==> src/verilog/mps_consts.vh <==
/*
  Constants for the multiphase PWM sequencer: register map, field
  positions, reset values and timing figures.
  Assumes a 125 MHz pclk and inclusion by the sequencer module only.
*/
// How it works
// - Main rail one to four phases, aux one
// - Master trip gives one pulse, restarts ramp
// - Four phases: round-robin, quarter period apart
// - Three phases: rotate over phases one-three
// - Two phases: alternate phase one and two
// - Single phase: every pulse to phase one
// - Phase clock pulse sets that PWM output
// - Own ripple trip clears that PWM output
// - Reverse-blocking: zero crossing stops low side
// - Reverse-blocking: no master pulse before compare trip
// - Start needs supply good and on request
// - Start-up ramps reference from zero to target
// - Ramp end: output valid high, alert low
// - Request tied high: start after fixed delay
// - Code zero off, one lowest, 5 mV steps
`ifndef MPS_CONSTS_VH
`define MPS_CONSTS_VH

// ==========================================
// Register map, byte addresses
`define MPS_ADDR_CTRL 12'h000
`define MPS_ADDR_TARGET 12'h004
`define MPS_ADDR_STATUS 12'h008
`define MPS_ADDR_DECODE 12'h00c
`define MPS_ADDR_IRQ_STAT 12'h010
`define MPS_ADDR_IRQ_MASK 12'h014

// ==========================================
// Fields
`define MPS_CTRL_NPH_LO 0
`define MPS_CTRL_NPH_HI 1
`define MPS_CTRL_RB 2
`define MPS_CTRL_RESET 32'h0000_0003
`define MPS_TARGET_RESET 32'h0000_0000
`define MPS_IRQ_RAMP_DONE 0
`define MPS_IRQ_RAIL_DROP 1
`define MPS_IRQ_ZERO_CROSS 2
`define MPS_IRQ_BITS 3

// ==========================================
// Voltage code decoding, millivolts
`define MPS_MV_BASE 16'd250
`define MPS_MV_STEP 16'd5
`define MPS_CODE_OFF 8'h00
`define MPS_CODE_ONE 16'h0001

// ==========================================
// Timing
`define MPS_CLK_MHZ 125
`define MPS_POR_DLY_US 800
`define MPS_POR_DLY_CYC (`MPS_POR_DLY_US * `MPS_CLK_MHZ)
`define MPS_STEP_NS 500
`define MPS_STEP_CYC ((`MPS_STEP_NS * `MPS_CLK_MHZ) / 1000)

`endif

==> src/verilog/mps_seq.v <==
/*
  Multiphase PWM sequencer: phase rotation, per-phase PWM set/reset,
  reverse-blocking low-side gating, soft-start and APB registers.
  Assumes comparator and supply inputs are asynchronous pins; the
  APB master runs on pclk.
*/
// Decided for this implementation: the APB register port and the placing of the registers.
`timescale 1ns/1ps
`include "mps_consts.vh"

module mps_seq #(
  parameter integer NPH = 4,
  parameter integer POR_DLY_CYC = `MPS_POR_DLY_CYC,
  parameter integer STEP_CYC = `MPS_STEP_CYC
) (
  input wire pclk,
  input wire presetn,
  input wire ce,
  input wire psel,
  input wire penable,
  input wire pwrite,
  input wire [11:0] paddr,
  input wire [31:0] pwdata,
  output wire pready,
  output reg [31:0] prdata,
  output wire pslverr,
  input wire supply_ok,
  input wire regulator_on_request,
  input wire [1:0] master_trip,
  input wire [NPH:0] ripple_trip,
  input wire [NPH:0] zero_cross,
  output reg [1:0] ramp_restart,
  output reg [NPH:0] phase_clocks,
  output reg [NPH:0] pwm,
  output reg [NPH:0] low_side_drive,
  output reg [7:0] main_ref_code,
  output reg [7:0] aux_ref_code,
  output reg output_valid,
  output reg alert_n,
  output wire irq
);

  localparam integer NIN = 2 * NPH + 6;
  localparam integer AUX = NPH;
  localparam [3:0] S_OFF = 4'b0001;
  localparam [3:0] S_WAIT = 4'b0010;
  localparam [3:0] S_RAMP = 4'b0100;
  localparam [3:0] S_RUN = 4'b1000;

  // ==========================================
  // Input synchronisers
  reg [NIN-1:0] sync1;
  reg [NIN-1:0] sync2;
  reg [NIN-1:0] sync3;
  wire [NIN-1:0] raw_in;
  wire [NIN-1:0] rise;
  wire por_s;
  wire req_s;
  wire [1:0] mtrip_ev;
  wire [NPH:0] rtrip_ev;
  wire [NPH:0] zc_ev;

  assign raw_in = {zero_cross, ripple_trip, master_trip, regulator_on_request, supply_ok};

  always @(posedge pclk or negedge presetn)
  begin
    if (!presetn)
    begin
      sync1 <= {NIN{1'b0}};
      sync2 <= {NIN{1'b0}};
      sync3 <= {NIN{1'b0}};
    end
    else if (ce)
    begin
      sync1 <= raw_in;
      sync2 <= sync1;
      sync3 <= sync2;
    end
  end

  // One event per rising crossing, from the second and third stages
  assign rise = sync2 & ~sync3;
  assign por_s = sync2[0];
  assign req_s = sync2[1];
  assign mtrip_ev = rise[3:2];
  assign rtrip_ev = rise[NPH+4:4];
  assign zc_ev = rise[2*NPH+5:NPH+5];

  // ==========================================
  // Registers
  reg [31:0] ctrl;
  reg [31:0] target;
  reg [`MPS_IRQ_BITS-1:0] irq_stat;
  reg [`MPS_IRQ_BITS-1:0] irq_mask;
  reg [`MPS_IRQ_BITS-1:0] irq_ev;
  reg [3:0] state;
  wire wr_en;
  wire rd_setup;
  wire mapped;
  wire [1:0] nph_sel;
  wire rb_mode;
  wire [15:0] main_mv;
  wire [15:0] aux_mv;

  assign nph_sel = ctrl[`MPS_CTRL_NPH_HI:`MPS_CTRL_NPH_LO];
  assign rb_mode = ctrl[`MPS_CTRL_RB];
  assign wr_en = psel & penable & pwrite & mapped;
  assign rd_setup = psel & ~penable & ~pwrite;
  assign mapped = (paddr == `MPS_ADDR_CTRL) | (paddr == `MPS_ADDR_TARGET) |
                  (paddr == `MPS_ADDR_STATUS) | (paddr == `MPS_ADDR_DECODE) |
                  (paddr == `MPS_ADDR_IRQ_STAT) | (paddr == `MPS_ADDR_IRQ_MASK);
  // Zero wait states; unmapped addresses flag an error
  assign pready = 1'b1;
  assign pslverr = psel & penable & ~mapped;
  assign irq = |(irq_stat & irq_mask);

  function [15:0] code_mv;
    input [7:0] code;
    begin
      if (code == `MPS_CODE_OFF)
        code_mv = 16'h0000;
      else
        code_mv = `MPS_MV_BASE + `MPS_MV_STEP * ({8'h00, code} - `MPS_CODE_ONE);
    end
  endfunction

  assign main_mv = code_mv(main_ref_code);
  assign aux_mv = code_mv(aux_ref_code);

  always @(posedge pclk or negedge presetn)
  begin
    if (!presetn)
    begin
      ctrl <= `MPS_CTRL_RESET;
      target <= `MPS_TARGET_RESET;
      irq_mask <= {`MPS_IRQ_BITS{1'b0}};
      irq_stat <= {`MPS_IRQ_BITS{1'b0}};
    end
    else if (ce)
    begin
      if (wr_en && paddr == `MPS_ADDR_CTRL)
        ctrl <= {29'h0000_0000, pwdata[2:0]};
      // Each write is a new target voltage command
      if (wr_en && paddr == `MPS_ADDR_TARGET)
        target <= {16'h0000, pwdata[15:0]};
      if (wr_en && paddr == `MPS_ADDR_IRQ_MASK)
        irq_mask <= pwdata[`MPS_IRQ_BITS-1:0];
      // A new event wins over a same-cycle clear
      if (wr_en && paddr == `MPS_ADDR_IRQ_STAT)
        irq_stat <= (irq_stat & ~pwdata[`MPS_IRQ_BITS-1:0]) | irq_ev;
      else
        irq_stat <= irq_stat | irq_ev;
    end
  end

  always @(posedge pclk or negedge presetn)
  begin
    if (!presetn)
      prdata <= 32'h0000_0000;
    else if (ce && rd_setup)
    begin
      case (paddr)
        `MPS_ADDR_CTRL: prdata <= ctrl;
        `MPS_ADDR_TARGET: prdata <= target;
        `MPS_ADDR_STATUS: prdata <= {8'h00, aux_ref_code, main_ref_code, 2'b00,
                                     alert_n, output_valid, state};
        `MPS_ADDR_DECODE: prdata <= {aux_mv, main_mv};
        `MPS_ADDR_IRQ_STAT: prdata <= {29'h0000_0000, irq_stat};
        `MPS_ADDR_IRQ_MASK: prdata <= {29'h0000_0000, irq_mask};
        default: prdata <= 32'h0000_0000;
      endcase
    end
  end

  // ==========================================
  // Start-up sequence
  reg [16:0] por_cnt;
  reg [15:0] step_cnt;
  reg [3:0] next_state;
  wire por_done;
  wire step_tick;
  wire refs_at_target;
  wire running;

  assign por_done = (por_cnt == POR_DLY_CYC[16:0]);
  assign step_tick = (step_cnt == STEP_CYC[15:0] - 16'd1);
  assign refs_at_target = (main_ref_code == target[7:0]) & (aux_ref_code == target[15:8]);
  assign running = (state == S_RAMP) | (state == S_RUN);

  always @*
  begin
    case (state)
      S_OFF: next_state = por_s ? S_WAIT : S_OFF;
      S_WAIT:
      begin
        if (!por_s)
          next_state = S_OFF;
        else if (por_done && req_s)
          next_state = S_RAMP;
        else
          next_state = S_WAIT;
      end
      S_RAMP:
      begin
        if (!por_s)
          next_state = S_OFF;
        else if (!req_s)
          next_state = S_WAIT;
        else if (refs_at_target)
          next_state = S_RUN;
        else
          next_state = S_RAMP;
      end
      S_RUN:
      begin
        if (!por_s)
          next_state = S_OFF;
        else if (!req_s)
          next_state = S_WAIT;
        else
          next_state = S_RUN;
      end
      default: next_state = S_OFF;
    endcase
  end

  always @*
  begin
    irq_ev = {`MPS_IRQ_BITS{1'b0}};
    irq_ev[`MPS_IRQ_RAMP_DONE] = (state == S_RAMP) & (next_state == S_RUN);
    irq_ev[`MPS_IRQ_RAIL_DROP] = running & (next_state != S_RAMP) & (next_state != S_RUN);
    irq_ev[`MPS_IRQ_ZERO_CROSS] = |(zc_ev & low_side_drive) & rb_mode;
  end

  always @(posedge pclk or negedge presetn)
  begin
    if (!presetn)
    begin
      state <= S_OFF;
      por_cnt <= 17'd0;
      step_cnt <= 16'd0;
      main_ref_code <= 8'h00;
      aux_ref_code <= 8'h00;
      output_valid <= 1'b0;
      alert_n <= 1'b1;
    end
    else if (ce)
    begin
      state <= next_state;
      // Delay counts from the supply crossing, so a tied-high request waits it out
      if (!por_s)
        por_cnt <= 17'd0;
      else if (!por_done)
        por_cnt <= por_cnt + 17'd1;
      if (!running || step_tick)
        step_cnt <= 16'd0;
      else
        step_cnt <= step_cnt + 16'd1;
      if (!running)
      begin
        main_ref_code <= 8'h00;
        aux_ref_code <= 8'h00;
      end
      else if (step_tick)
      begin
        // One code per tick limits the slew of the reference
        if (main_ref_code < target[7:0])
          main_ref_code <= main_ref_code + 8'h01;
        else if (main_ref_code > target[7:0])
          main_ref_code <= main_ref_code - 8'h01;
        if (aux_ref_code < target[15:8])
          aux_ref_code <= aux_ref_code + 8'h01;
        else if (aux_ref_code > target[15:8])
          aux_ref_code <= aux_ref_code - 8'h01;
      end
      output_valid <= (next_state == S_RUN);
      alert_n <= ~(next_state == S_RUN);
    end
  end

  // ==========================================
  // Master pulse and phase rotation
  reg [1:0] ptr;
  reg [1:0] last_nph;
  reg [1:0] armed;
  wire [1:0] master_ok;
  wire main_rip;

  assign main_rip = |rtrip_ev[NPH-1:0];
  // Reverse-blocking holds the next pulse until a compare trip
  assign master_ok = {mtrip_ev[1] & running & (~rb_mode | armed[1]),
                      mtrip_ev[0] & running & (~rb_mode | armed[0])};

  always @(posedge pclk or negedge presetn)
  begin
    if (!presetn)
    begin
      ptr <= 2'd0;
      last_nph <= 2'd0;
      armed <= 2'b11;
      ramp_restart <= 2'b00;
      phase_clocks <= {(NPH+1){1'b0}};
    end
    else if (ce)
    begin
      last_nph <= nph_sel;
      ramp_restart <= master_ok;
      phase_clocks <= {(NPH+1){1'b0}};
      // Trip re-arms even when it lands with a pulse
      armed[0] <= main_rip | (armed[0] & ~master_ok[0]);
      armed[1] <= rtrip_ev[AUX] | (armed[1] & ~master_ok[1]);
      if (!running || last_nph != nph_sel)
        ptr <= 2'd0;
      else if (master_ok[0])
      begin
        phase_clocks[ptr] <= 1'b1;
        if (ptr == nph_sel)
          ptr <= 2'd0;
        else
          ptr <= ptr + 2'd1;
      end
      if (master_ok[1])
        phase_clocks[AUX] <= 1'b1;
    end
  end

  // ==========================================
  // Per-phase PWM and low-side gating
  genvar g;
  generate
    for (g = 0; g <= NPH; g = g + 1)
    begin : g_phase
      always @(posedge pclk or negedge presetn)
      begin
        if (!presetn)
        begin
          pwm[g] <= 1'b0;
          low_side_drive[g] <= 1'b0;
        end
        else if (ce)
        begin
          if (!running)
          begin
            pwm[g] <= 1'b0;
            low_side_drive[g] <= 1'b0;
          end
          else if (phase_clocks[g])
          begin
            pwm[g] <= 1'b1;
            low_side_drive[g] <= 1'b0;
          end
          else if (pwm[g] && rtrip_ev[g])
          begin
            pwm[g] <= 1'b0;
            low_side_drive[g] <= 1'b1;
          end
          else if (rb_mode && zc_ev[g])
            low_side_drive[g] <= 1'b0;
        end
      end
    end
  endgenerate

endmodule // mps_seq

==> config.mk <==
export PLATFORM = sky130hd
export DESIGN_NAME = mps_seq
export DESIGN_NICKNAME = d
export VERILOG_FILES = /design/src/verilog/mps_seq.v
export VERILOG_INCLUDE_DIRS = /design/src /design/src/verilog
export SDC_FILE = /design/constraint.sdc
export NUM_CORES = 1
export LEC_CHECK = 0
export ABC_AREA = 0
export BUFFER_PORTS_ARGS = -buffer_cell sky130_fd_sc_hd__buf_2
export CAP_MARGIN = 20
export CORE_MARGIN = 5
export CORE_UTILIZATION = 44
export CTS_BUF_LIST = sky130_fd_sc_hd__clkbuf_4 sky130_fd_sc_hd__clkbuf_8
export DETAILED_ROUTE_END_ITERATION = 8
export PLACE_DENSITY_LB_ADDON = 0.2
export REMOVE_ABC_BUFFERS = 1
export SKIP_CTS_REPAIR_TIMING = 1
export SYNTH_ARGS = -nofsm -noshare
export SYNTH_HDL_FRONTEND = slang
export SYNTH_SLANG_ARGS = --single-unit
==> constraint.sdc <==
create_clock -name pclk -period 4.6 [get_ports pclk]
set_input_delay 0.69 -clock pclk [delete_from_list [all_inputs] [get_ports pclk]]
set_output_delay 0.69 -clock pclk [all_outputs]
set_load 0.01 [all_outputs]
==> results.sh, run 1 <==
export IMPL_clock_fmax_mhz=252
export IMPL_vias=8008
export IMPL_clock_latency_ns=0.49
export IMPL_dieArea_um2=26800
export IMPL_grt_met2_usage=0.304
export IMPL_netlist_area_um2=10400
export IMPL_met3_usage=0.0338
export IMPL_switching_share=0.299
export IMPL_max_slew_margin_rel=0.366
export IMPL_worstPathMaxFanout=7
export IMPL_dr_pass1_iters=5
export IMPL_grt_pass1_wl_um=40000
export IMPL_io_pins=134
export IMPL_grt_pass1_vias=7782
export IMPL_maxSlewViolCount=0
export IMPL_synth_top_cell_by_area="dfrtp_1"
export IMPL_diodes=0
export IMPL_stdcell_count=1507
export IMPL_endpoint_kind="flip-flop"
export IMPL_arrival_ns=4.35
export IMPL_clock_power_share=0.386
export IMPL_grt_use_total=0.187
export IMPL_synth_distinct_cells=67
export IMPL_synth_seq_cells=172
export IMPL_critical_path_class="flip-flop to flip-flop"
export IMPL_synthTopCellsByCount="166 x dfrtp_1, 109 x nand2_1, 102 x inv_1"
export IMPL_drt_initial_drc_count=423
export IMPL_cap_violations=0
export IMPL_gp_congestion=0.831
export IMPL_port_buffers=116
export IMPL_drc=0
export IMPL_synth_warnings=0
export IMPL_synthTopCellsByArea="dfrtp_1 40%, ha_1 9.4%, mux2_2 5.5%"
export IMPL_cts_root_buf="clkbuf_8"
export IMPL_start_kind="flip-flop"
export IMPL_placed_cell_area_um2=11300
export IMPL_hpwl_um=17900
export IMPL_synth_area_per_cell_um2=9.63
export IMPL_drt_vias_per_instance=5.31
export IMPL_clk_pin_slew_ns=0.13
export IMPL_grt_util_met1=0.258
export IMPL_worst_pin_slew_ns=0.951
export IMPL_synth_top_area_frac=0.400
export IMPL_cts_sinks=172
export IMPL_rsz0062_at_grt="no"
export IMPL_rows=56
export IMPL_die_x_um=164
export IMPL_p_switching_uw=897
export IMPL_cts_buffer_depth=2
export IMPL_outcome="finished, final reports clean"
export IMPL_power_internal_uw=2110
export IMPL_die_h_um=164
export IMPL_coreArea_um2=23300
export IMPL_htreeDepth=4
export IMPL_area_delta_synth_final_pct=12.6
export IMPL_synth_edff_count=0
export IMPL_power_density_nw_per_um2=257
export IMPL_power_leakage_uw=0.00545
export IMPL_finalCritPeriodShare=0.862
export IMPL_nets=1328
export IMPL_routed_wl_um=24500
export IMPL_synth_async_reset_ratio=1.00
export IMPL_synth_top_flop_cell="dfrtp_1"
export IMPL_finalClockSkew_ns=0.0231
export IMPL_cts_tree="done"
export IMPL_grt_antenna_before_repair=0
export IMPL_crit_required_ns=4.98
export IMPL_drive_above_1_share=0.193
export IMPL_max_vdd_ir_drop_mv=0.203
export IMPL_worst_hold_slack_ns=0.285
export IMPL_start_util=0.445
export IMPL_grt_overflow_total=0
export IMPL_p_seq_frac=0.539
export IMPL_busiest_layer="met2"
export IMPL_yosysMostFrequentCell="dfrtp_1"
export IMPL_grt_max_degree=98
export IMPL_synth_seq_area_share=0.415
export IMPL_setup_tns_final_ns=0
export IMPL_fin_crit_ns=3.97
export IMPL_wire_per_inst_um=16.3
export IMPL_numCtsBuffers=17
export IMPL_p_comb_frac=0.075
export IMPL_finish_instance_area_um2=11700
export IMPL_hold_violations=0
export IMPL_hold_class="input pin to async pin"
export IMPL_postSynthCellCount=1079
export IMPL_ant_nets=0
export IMPL_setup_viol=0
export IMPL_placed_cells=1475
cells in the final DEF, fill, tap and decap left out, types with 8 or more instances in the layout:
cell type,count
mux2_2,51
dfrtp_1,166
a22oi_1,16
fa_1,11
xor2_1,35
nor2b_1,16
o21ai_0,64
buf_4,8
nand3_1,33
inv_1,102
buf_2,114
nor2_1,55
a21o_1,12
nor3_1,19
nand4_1,17
nand2_1,109
clkinv_8,8
o31ai_1,8
ha_1,78
a21oi_1,43
xnor2_1,35
nor4_1,14
o21ai_1,20
clkbuf_8,17
worst max-delay path, cell delays in order, from the launching register on:
cell	delay, ns
dfrtp_1	0.48
inv_1	0.29
ha_1	0.27
nand2_1	0.10
xnor2_1	0.31
inv_1	0.08
ha_1	0.28
inv_1	0.05
fa_1	0.52
inv_1	0.04
ha_1	0.32
nor2_1	0.06
a211oi_1	0.30
a31oi_1	0.17
nand2b_1	0.19
o21ai_0	0.20
xnor2_1	0.14
o21ai_1	0.07
cell type report:
type | count | area (um^2)
flip-flops and latches | 172 | 4310
multi-input cells | 758 | 5500
clock buffers | 17 | 234
clock inverters | 15 | 216
inverters | 102 | 383
well taps | 319 | 399
fillers | 2213 | 11600
repair buffers | 124 | 662
sequential cells by signal (all words and copies together), names as in the netlist, 2 cells and up:
name            count
prdata             30
por_cnt            17
step_cnt           16
target             16
sync1              14
sync2              14
sync3              12
aux_ref_code        8
main_ref_code       8
low_side_drive      5
pwm                 5
phase_clocks        4
state               4
ctrl                3
irq_mask            3
irq_stat            3
armed               2
last_nph            2
ptr                 2
ramp_restart        2
kinds of logic after synthesis:
| group | synth area share |
|---|---|
| xor gates and xnor gates | 0.0590 |
| DFF | 0.415 |
| other | 0.000361 |
| AOI/OAI and AO/OA | 0.136 |
| muxes | 0.0644 |
| buffers and inverters | 0.0568 |
| adders and majority gates | 0.115 |
| and+or+nand+nor | 0.153 |
routing by layer:
| layer | up-vias | share of wire |
|---|---|---|
| met4 | 0 | 0.016 |
| met5 | - | 0 |
| met2 | 162 | 0.47 |
| met3 | 22 | 0.036 |
| li1 | 3956 | - |
| met1 | 3868 | 0.48 |
power groups by stage:
stage	Combinational, uW	Clock [uW]	Sequential (uW)
after floorplan	127	0	1630
after global placement	224	0	1650
after detailed placement	227	0	1650
after CTS	229	1200	1620
after global routing	254	1260	1630
final	224	1160	1620
worst paths after layout:
kind,slack [ns],cells after the start,startpoint,to
max reg2reg,0.63,17,aux_ref_code[0]$_DFFE_PN0P_,prdata[27]$_DFFE_PN0P_
max in group asynchronous,3.53,2,presetn,sync3[8]$_DFFE_PN0P_
min reg2reg,0.48,2,armed[0]$_DFFE_PN1P_,armed[0]$_DFFE_PN1P_
min,0.28,1,presetn,target[12]$_DFFE_PN0P_
min in group pclk,0.42,2,ripple_trip[3],sync1[7]$_DFFE_PN0P_
max,0.63,17,aux_ref_code[0]$_DFFE_PN0P_,prdata[27]$_DFFE_PN0P_
metrics by stage:
stage | util | total power (uW) | setup WS (ns)
global placement | 0.482 | 1870 | 0.665
global route | 0.502 | 3150 | 0.280
detailed placement | 0.482 | 1880 | 0.668
floorplan | - | 1760 | 0.982
finish | 0.502 | 3000 | 0.633
CTS | 0.502 | 3050 | 0.599
Power figures use the tool's default switching activity.
==> inputs of run 2 (changes only) <==
--- a/config.mk
+++ b/config.mk
@@ -11,9 +11,8 @@
 export CAP_MARGIN = 20
 export CORE_MARGIN = 5
-export CORE_UTILIZATION = 44
+export CORE_UTILIZATION = 35
 export CTS_BUF_LIST = sky130_fd_sc_hd__clkbuf_4 sky130_fd_sc_hd__clkbuf_8
 export DETAILED_ROUTE_END_ITERATION = 8
 export PLACE_DENSITY_LB_ADDON = 0.2
-export REMOVE_ABC_BUFFERS = 1
 export SKIP_CTS_REPAIR_TIMING = 1
 export SYNTH_ARGS = -nofsm -noshare
==> constraint.sdc (replaced) <==
create_clock -name pclk -period 4.6 [get_ports pclk]
set_input_delay 0.92 -clock pclk [delete_from_list [all_inputs] [get_ports pclk]]
set_output_delay 0.92 -clock pclk [all_outputs]
set_load 0.01 [all_outputs]
==> results.sh, run 2 (synthesized netlist as in run 1, its figures left out) <==
export IMPL_grt_max_degree=93
export IMPL_placed_cells=1549
export IMPL_setup_viol=0
export IMPL_mostFrequentLayoutCells="166 x dfrtp_1, 114 x buf_2, 109 x nand2_1, 102 x inv_1, 78 x ha_1"
export IMPL_largest_register="prdata"
export IMPL_grt_overflow_total=0
export IMPL_start_kind="flip-flop"
export IMPL_routed_wl_um=25700
export IMPL_r2r_setup_slack_ns=0.66
export IMPL_dr_pass1_iters=5
export IMPL_setup_tns_final_ns=0
export IMPL_finalCritPeriodShare=0.856
export IMPL_endpoint_kind="flip-flop"
export IMPL_clock_fmax_mhz=254
export IMPL_rsz0062_at_grt="no"
export IMPL_top_regs="prdata x30, por_cnt x17"
export IMPL_regArea_um2=4310
export IMPL_max_vdd_ir_drop_mv=0.258
export IMPL_worstPathMaxFanout=9
export IMPL_power_leakage_uw=0.00546
export IMPL_cts_root_buf="clkbuf_8"
export IMPL_max_slew_margin_rel=0.390
export IMPL_arrival_ns=4.33
export IMPL_stdcell_count=1582
export IMPL_r2r_end="prdata[14]$_DFFE_PN0P_"
export IMPL_critical_path_class="flip-flop to flip-flop"
export IMPL_port_buffers=116
export IMPL_syn_nets=1232
export IMPL_fillCellCount=2992
export IMPL_largest_reg_flops=30
export IMPL_hold_class="flip-flop to flip-flop"
export IMPL_drt_initial_drc_count=444
export IMPL_worst_pin_slew_ns=0.915
export IMPL_wire_per_inst_um=16.3
export IMPL_diodes=0
export IMPL_ant_nets=0
export IMPL_nets=1332
export IMPL_clock_latency_ns=0.48
export IMPL_io_pins=134
export IMPL_dieArea_um2=33200
export IMPL_rows=63
export IMPL_hpwl_um=19100
export IMPL_crit_required_ns=4.99
export IMPL_cts_tree="done"
export IMPL_power_density_nw_per_um2=252
export IMPL_hold_path_startpoint="armed[0]$_DFFE_PN1P_"
export IMPL_cts_buffer_depth=2
export IMPL_finalClockSkew_ns=0.0151
export IMPL_die_h_um=182
export IMPL_drc=0
export IMPL_hold_violations=0
export IMPL_cap_violations=0
export IMPL_final_common_cell="dfrtp_1"
export IMPL_die_x_um=182
export IMPL_htreeDepth=4
export IMPL_min_to="armed[0]$_DFFE_PN1P_"
export IMPL_grt_antenna_before_repair=0
export IMPL_start_util=0.353
export IMPL_maxSlewViolCount=0
export IMPL_gp_congestion=0.805
export IMPL_grt_use_total=0.156
export IMPL_reg2regPathDepth=16
export IMPL_grt_pass1_vias=7790
export IMPL_hold_depth=2
export IMPL_r2r_start="main_ref_code[2]$_DFFE_PN0P_"
export IMPL_coreArea_um2=29500
export IMPL_area_delta_synth_final_pct=13.2
export IMPL_grt_pass1_wl_um=42000
export IMPL_drt_vias_per_instance=5.04
export IMPL_multi_input_area_um2=5490
export IMPL_cts_sinks=172
export IMPL_vias=7973
export IMPL_outcome="finished, final reports clean"
export IMPL_drive_above_1_share=0.195
export IMPL_fin_crit_ns=3.94
export IMPL_clk_pin_slew_ns=0.10
export IMPL_numCtsBuffers=17
## run 2: cell types whose count changed in the layout (fill, tap and decap cells not counted), moves of 2 or more
cell	previous run	this run
buf_4	8	13
bufinv_16	0	2
clkinv_8	8	0
clkbuf_8	17	19
clkinv_4	1	3
inv_12	3	0
inv_6	2	6
## run 2: metal layers
| metal | vias to the layer above | global-route usage | wire length [um] |
|---|---|---|---|
| li1 | 3967 | - | - |
| met1 | 3809 | 0.227 | 12600 |
| met2 | 179 | 0.242 | 11600 |
| met3 | 18 | 0.0305 | 1230 |
| met4 | 0 | 0.0369 | 294 |
| met5 | - | 0 | 0 |
## run 2: final cells by class
cell class,count,share of cell area
multi-input cells,758,0.467
repair buffers,128,0.0577
inverters,102,0.0325
flip-flops and latches,172,0.366
clock buffers,19,0.0222
well taps,390,0.0415
clock inverters,13,0.0129
## run 2: where the power goes
part	total [uW]	internal [uW]	switching, uW
registers	1620	1570	48.3
clock network	1130	523	602
logic	222	96.4	126
total	2970	2190	776
## run 2: critical path, stage by stage (launching register included)
cell	delay [ns]
dfrtp_1	0.60
nor3_1	0.16
and3_1	0.22
xnor2_1	0.43
xor2_1	0.13
ha_1	0.19
or2_2	0.30
inv_1	0.08
fa_1	0.41
inv_1	0.07
ha_1	0.25
nand2b_1	0.11
o22ai_1	0.07
o21bai_1	0.20
nor4b_4	0.38
a221oi_2	0.07
o21ai_1	0.16
## run 2: metrics by stage
stage               total power, uW  worst slack (ns)  hold WS, ns  instance area, um^2  utilization
CTS                            3010             0.623        0.476                11800        0.399
global placement               1870             0.684        0.449                11300        0.385
global route                   3110             0.307        0.490                11800        0.399
detailed placement             1880             0.663        0.459                11300        0.385
finish                         2970             0.662        0.473                11800        0.399
floorplan                      1780              1.00        0.439                10400            -
## run 2: worst max path at each step
stage                                         to  depth (start not counted)  slack [ns]                    startpoint
after floorplan           prdata[13]$_DFFE_PN0P_                         18        1.00  main_ref_code[0]$_DFFE_PN0P_
after global placement    prdata[27]$_DFFE_PN0P_                         17        0.68   aux_ref_code[0]$_DFFE_PN0P_
after detailed placement  prdata[15]$_DFFE_PN0P_                         16        0.66  main_ref_code[2]$_DFFE_PN0P_
after CTS                 prdata[27]$_DFFE_PN0P_                         17        0.62   aux_ref_code[0]$_DFFE_PN0P_
after global routing      prdata[14]$_DFFE_PN0P_                         18        0.31  main_ref_code[1]$_DFFE_PN0P_
final                     prdata[14]$_DFFE_PN0P_                         16        0.66  main_ref_code[2]$_DFFE_PN0P_
==> inputs of run 3 (changes only) <==
ABC_AREA = 1   (was 0)
CORE_ASPECT_RATIO = 2   (was default)
==> results.sh, run 3 <==
export IMPL_max_slew_margin_rel=0.369
export IMPL_dr_pass1_iters=6
export IMPL_grt_pass1_vias=10500
export IMPL_cts_buffer_depth=2
export IMPL_start_kind="flip-flop"
export IMPL_synth_distinct_cells=56
export IMPL_worstPathMaxFanout=8
export IMPL_grt_use_total=0.187
export IMPL_fin_ws_ns=0.810
export IMPL_arrival_ns=4.23
export IMPL_p_comb_frac=0.584
export IMPL_dieArea_um2=36600
export IMPL_rsz0062_at_grt="no"
export IMPL_cap_violations=0
export IMPL_crit_end="prdata[11]$_DFFE_PN0P_"
export IMPL_critical_path_class="flip-flop to flip-flop"
export IMPL_finalCritPeriodShare=0.824
export IMPL_p_seq_frac=0.250
export IMPL_wire_per_inst_um=15.9
export IMPL_hold_violations=0
export IMPL_drive_above_1_share=0.135
export IMPL_finalClockSkew_ns=0.0246
export IMPL_cts_root_buf="clkbuf_8"
export IMPL_synth_top_area_frac=0.363
export IMPL_maxSlewViolCount=0
export IMPL_ant_nets=0
export IMPL_fin_crit_ns=3.79
export IMPL_worst_pin_slew_ns=0.947
export IMPL_coreArea_um2=32200
export IMPL_htreeDepth=4
export IMPL_grt_overflow_total=0
export IMPL_clk_pin_slew_ns=0.11
export IMPL_synth_async_reset_ratio=1.00
export IMPL_critPathTopFamily="adder cells"
export IMPL_synth_area_per_cell_um2=7.45
export IMPL_synthTopCellsByArea="dfrtp_1 36%, nand2_1 14%, ha_1 8.5%"
export IMPL_start_util=0.355
export IMPL_hold_class="input pin to async pin"
export IMPL_routed_wl_um=33100
export IMPL_gp_congestion=0.919
export IMPL_r2r_setup_slack_ns=0.81
export IMPL_cts_sinks=172
export IMPL_clock_latency_ns=0.52
export IMPL_slowest_stage="dfrtp_1"
export IMPL_setup_tns_final_ns=0
export IMPL_dp_slack_ns=0.854
export IMPL_synth_seq_cells=172
export IMPL_syn_nets=1689
export IMPL_numCtsBuffers=17
export IMPL_drt_vias_per_instance=4.90
export IMPL_synth_seq_area_share=0.377
export IMPL_synthTopCellsByCount="436 x nand2_1, 227 x inv_1, 166 x dfrtp_1"
export IMPL_grt_max_degree=95
export IMPL_path_buf_inv=4
export IMPL_switching_share=0.485
export IMPL_netlist_area_um2=11400
export IMPL_area_delta_synth_final_pct=12.4
export IMPL_postSynthCellCount=1536
export IMPL_outcome="finished, final reports clean"
export IMPL_r2r_start="main_ref_code[0]$_DFFE_PN0P_"
export IMPL_power_leakage_uw=0.00669
export IMPL_port_buffers=116
export IMPL_largest_reg_flops=30
export IMPL_power_density_nw_per_um2=514
export IMPL_critPathMaxStageDelay_ns=0.51
export IMPL_die_h_um=266
export IMPL_setup_viol=0
export IMPL_final_common_cell="nand2_1"
export IMPL_synth_warnings=0
export IMPL_path_depth=21
export IMPL_drc=0
export IMPL_die_x_um=138
export IMPL_top_regs="prdata x30, por_cnt x17"
export IMPL_power_internal_uw=3410
export IMPL_endpoint_kind="flip-flop"
export IMPL_clock_fmax_mhz=264
export IMPL_r2r_end="prdata[11]$_DFFE_PN0P_"
export IMPL_vias=10200
export IMPL_p_switching_uw=3210
export IMPL_max_vdd_ir_drop_mv=0.308
export IMPL_worstPathCellList="inv_2 -> ha_1 -> nand2_1 -> nor2_1 -> xor2_1 -> xor2_1 -> inv_1 -> ha_1 -> nor2_1 -> fa_1 -> inv_1 -> ha_1 -> inv_1 -> nor2_1 -> a21oi_1 -> nand2_1 -> nand2_1 -> nand3_1 -> nand2_1 -> nand2_1 -> nand2_1"
export IMPL_crit_required_ns=5.04
export IMPL_yosysMostFrequentCell="nand2_1"
export IMPL_largest_register="prdata"
export IMPL_grt_pass1_wl_um=53100
export IMPL_mostFrequentLayoutCells="436 x nand2_1, 227 x inv_1, 166 x dfrtp_1, 115 x buf_2, 108 x nor2_1"
export IMPL_rows=93
export IMPL_reg2regPathDepth=21
export IMPL_path_common_cell="nand2_1"
export IMPL_drt_initial_drc_count=436
export IMPL_grt_antenna_before_repair=3
export IMPL_hpwl_um=25800
export IMPL_worstSetupStartpoint="main_ref_code[0]$_DFFE_PN0P_"
export IMPL_finalPower_uw=6610
export IMPL_nets=1797
export IMPL_synth_edff_count=0
export IMPL_synth_top_cell_by_area="dfrtp_1"
export IMPL_io_pins=134
export IMPL_cts_tree="done"
export IMPL_synth_top_flop_cell="dfrtp_1"
export IMPL_clock_power_share=0.166
-- run 3: kinds of logic after synthesis --
family	Yosys count	synth area share
AO/OA/AOI/OAI	203	0.104
XOR/XNOR	40	0.0313
adder cells (fa/ha/maj)	89	0.105
buffers and inverters	271	0.0931
flip-flops	172	0.377
other	1	0.000328
AND/OR/NAND/NOR	760	0.290
-- run 3: final cells by class --
class / instances / area, um^2
inverters: 236 / 886
repair buffers: 124 / 659
flip-flops and latches: 172 / 4310
multi-input cells: 1093 / 6060
well taps: 427 / 534
clock inverters: 14 / 150
diodes: 3 / 7.51
fillers: 3433 / 19400
clock buffers: 18 / 248
-- run 3: per-stage QoR --
step                area (um^2)  cells  hold WS [ns]  utilization
detailed placement        12500   2052         0.458        0.386
global placement          12500   2052         0.453        0.386
finish                    12900   2087         0.451        0.399
CTS                       12900   2084         0.483        0.399
floorplan                 11400   1536         0.442            -
global route              12900   2085         0.504        0.399
-- run 3: worst min-delay path by stage --
| stage | slack, ns | from | endpoint |
|---|---|---|---|
| global route | 0.50 | prdata[28]$_DFFE_PN0P_ | prdata[28]$_DFFE_PN0P_ |
| CTS | 0.48 | prdata[7]$_DFFE_PN0P_ | prdata[7]$_DFFE_PN0P_ |
| floorplan | 0.44 | sync1[0]$_DFFE_PN0P_ | sync1[0]$_DFFE_PN0P_ |
| finish | 0.45 | presetn | main_ref_code[6]$_DFFE_PN0P_ |
| detailed placement | 0.46 | sync1[3]$_DFFE_PN0P_ | sync1[3]$_DFFE_PN0P_ |
| global placement | 0.45 | sync1[3]$_DFFE_PN0P_ | sync1[3]$_DFFE_PN0P_ |
-- run 3: power by group through the flow --
stage | Combinational (uW) | Clock [uW] | Sequential, uW
floorplan | 2980 | 0 | 1660
global placement | 3810 | 0 | 1680
detailed placement | 3850 | 0 | 1680
CTS | 3870 | 1130 | 1650
global route | 4450 | 1190 | 1660
finish | 3860 | 1100 | 1650
-- run 3: routing by layer --
| metal | share of wire | track usage | up-vias |
|---|---|---|---|
| met5 | 0.00039 | 0 | - |
| met3 | 0.040 | 0.0389 | 77 |
| li1 | - | - | 5156 |
| met1 | 0.37 | 0.192 | 4769 |
| met4 | 0.050 | 0.0914 | 2 |
| met2 | 0.54 | 0.350 | 231 |
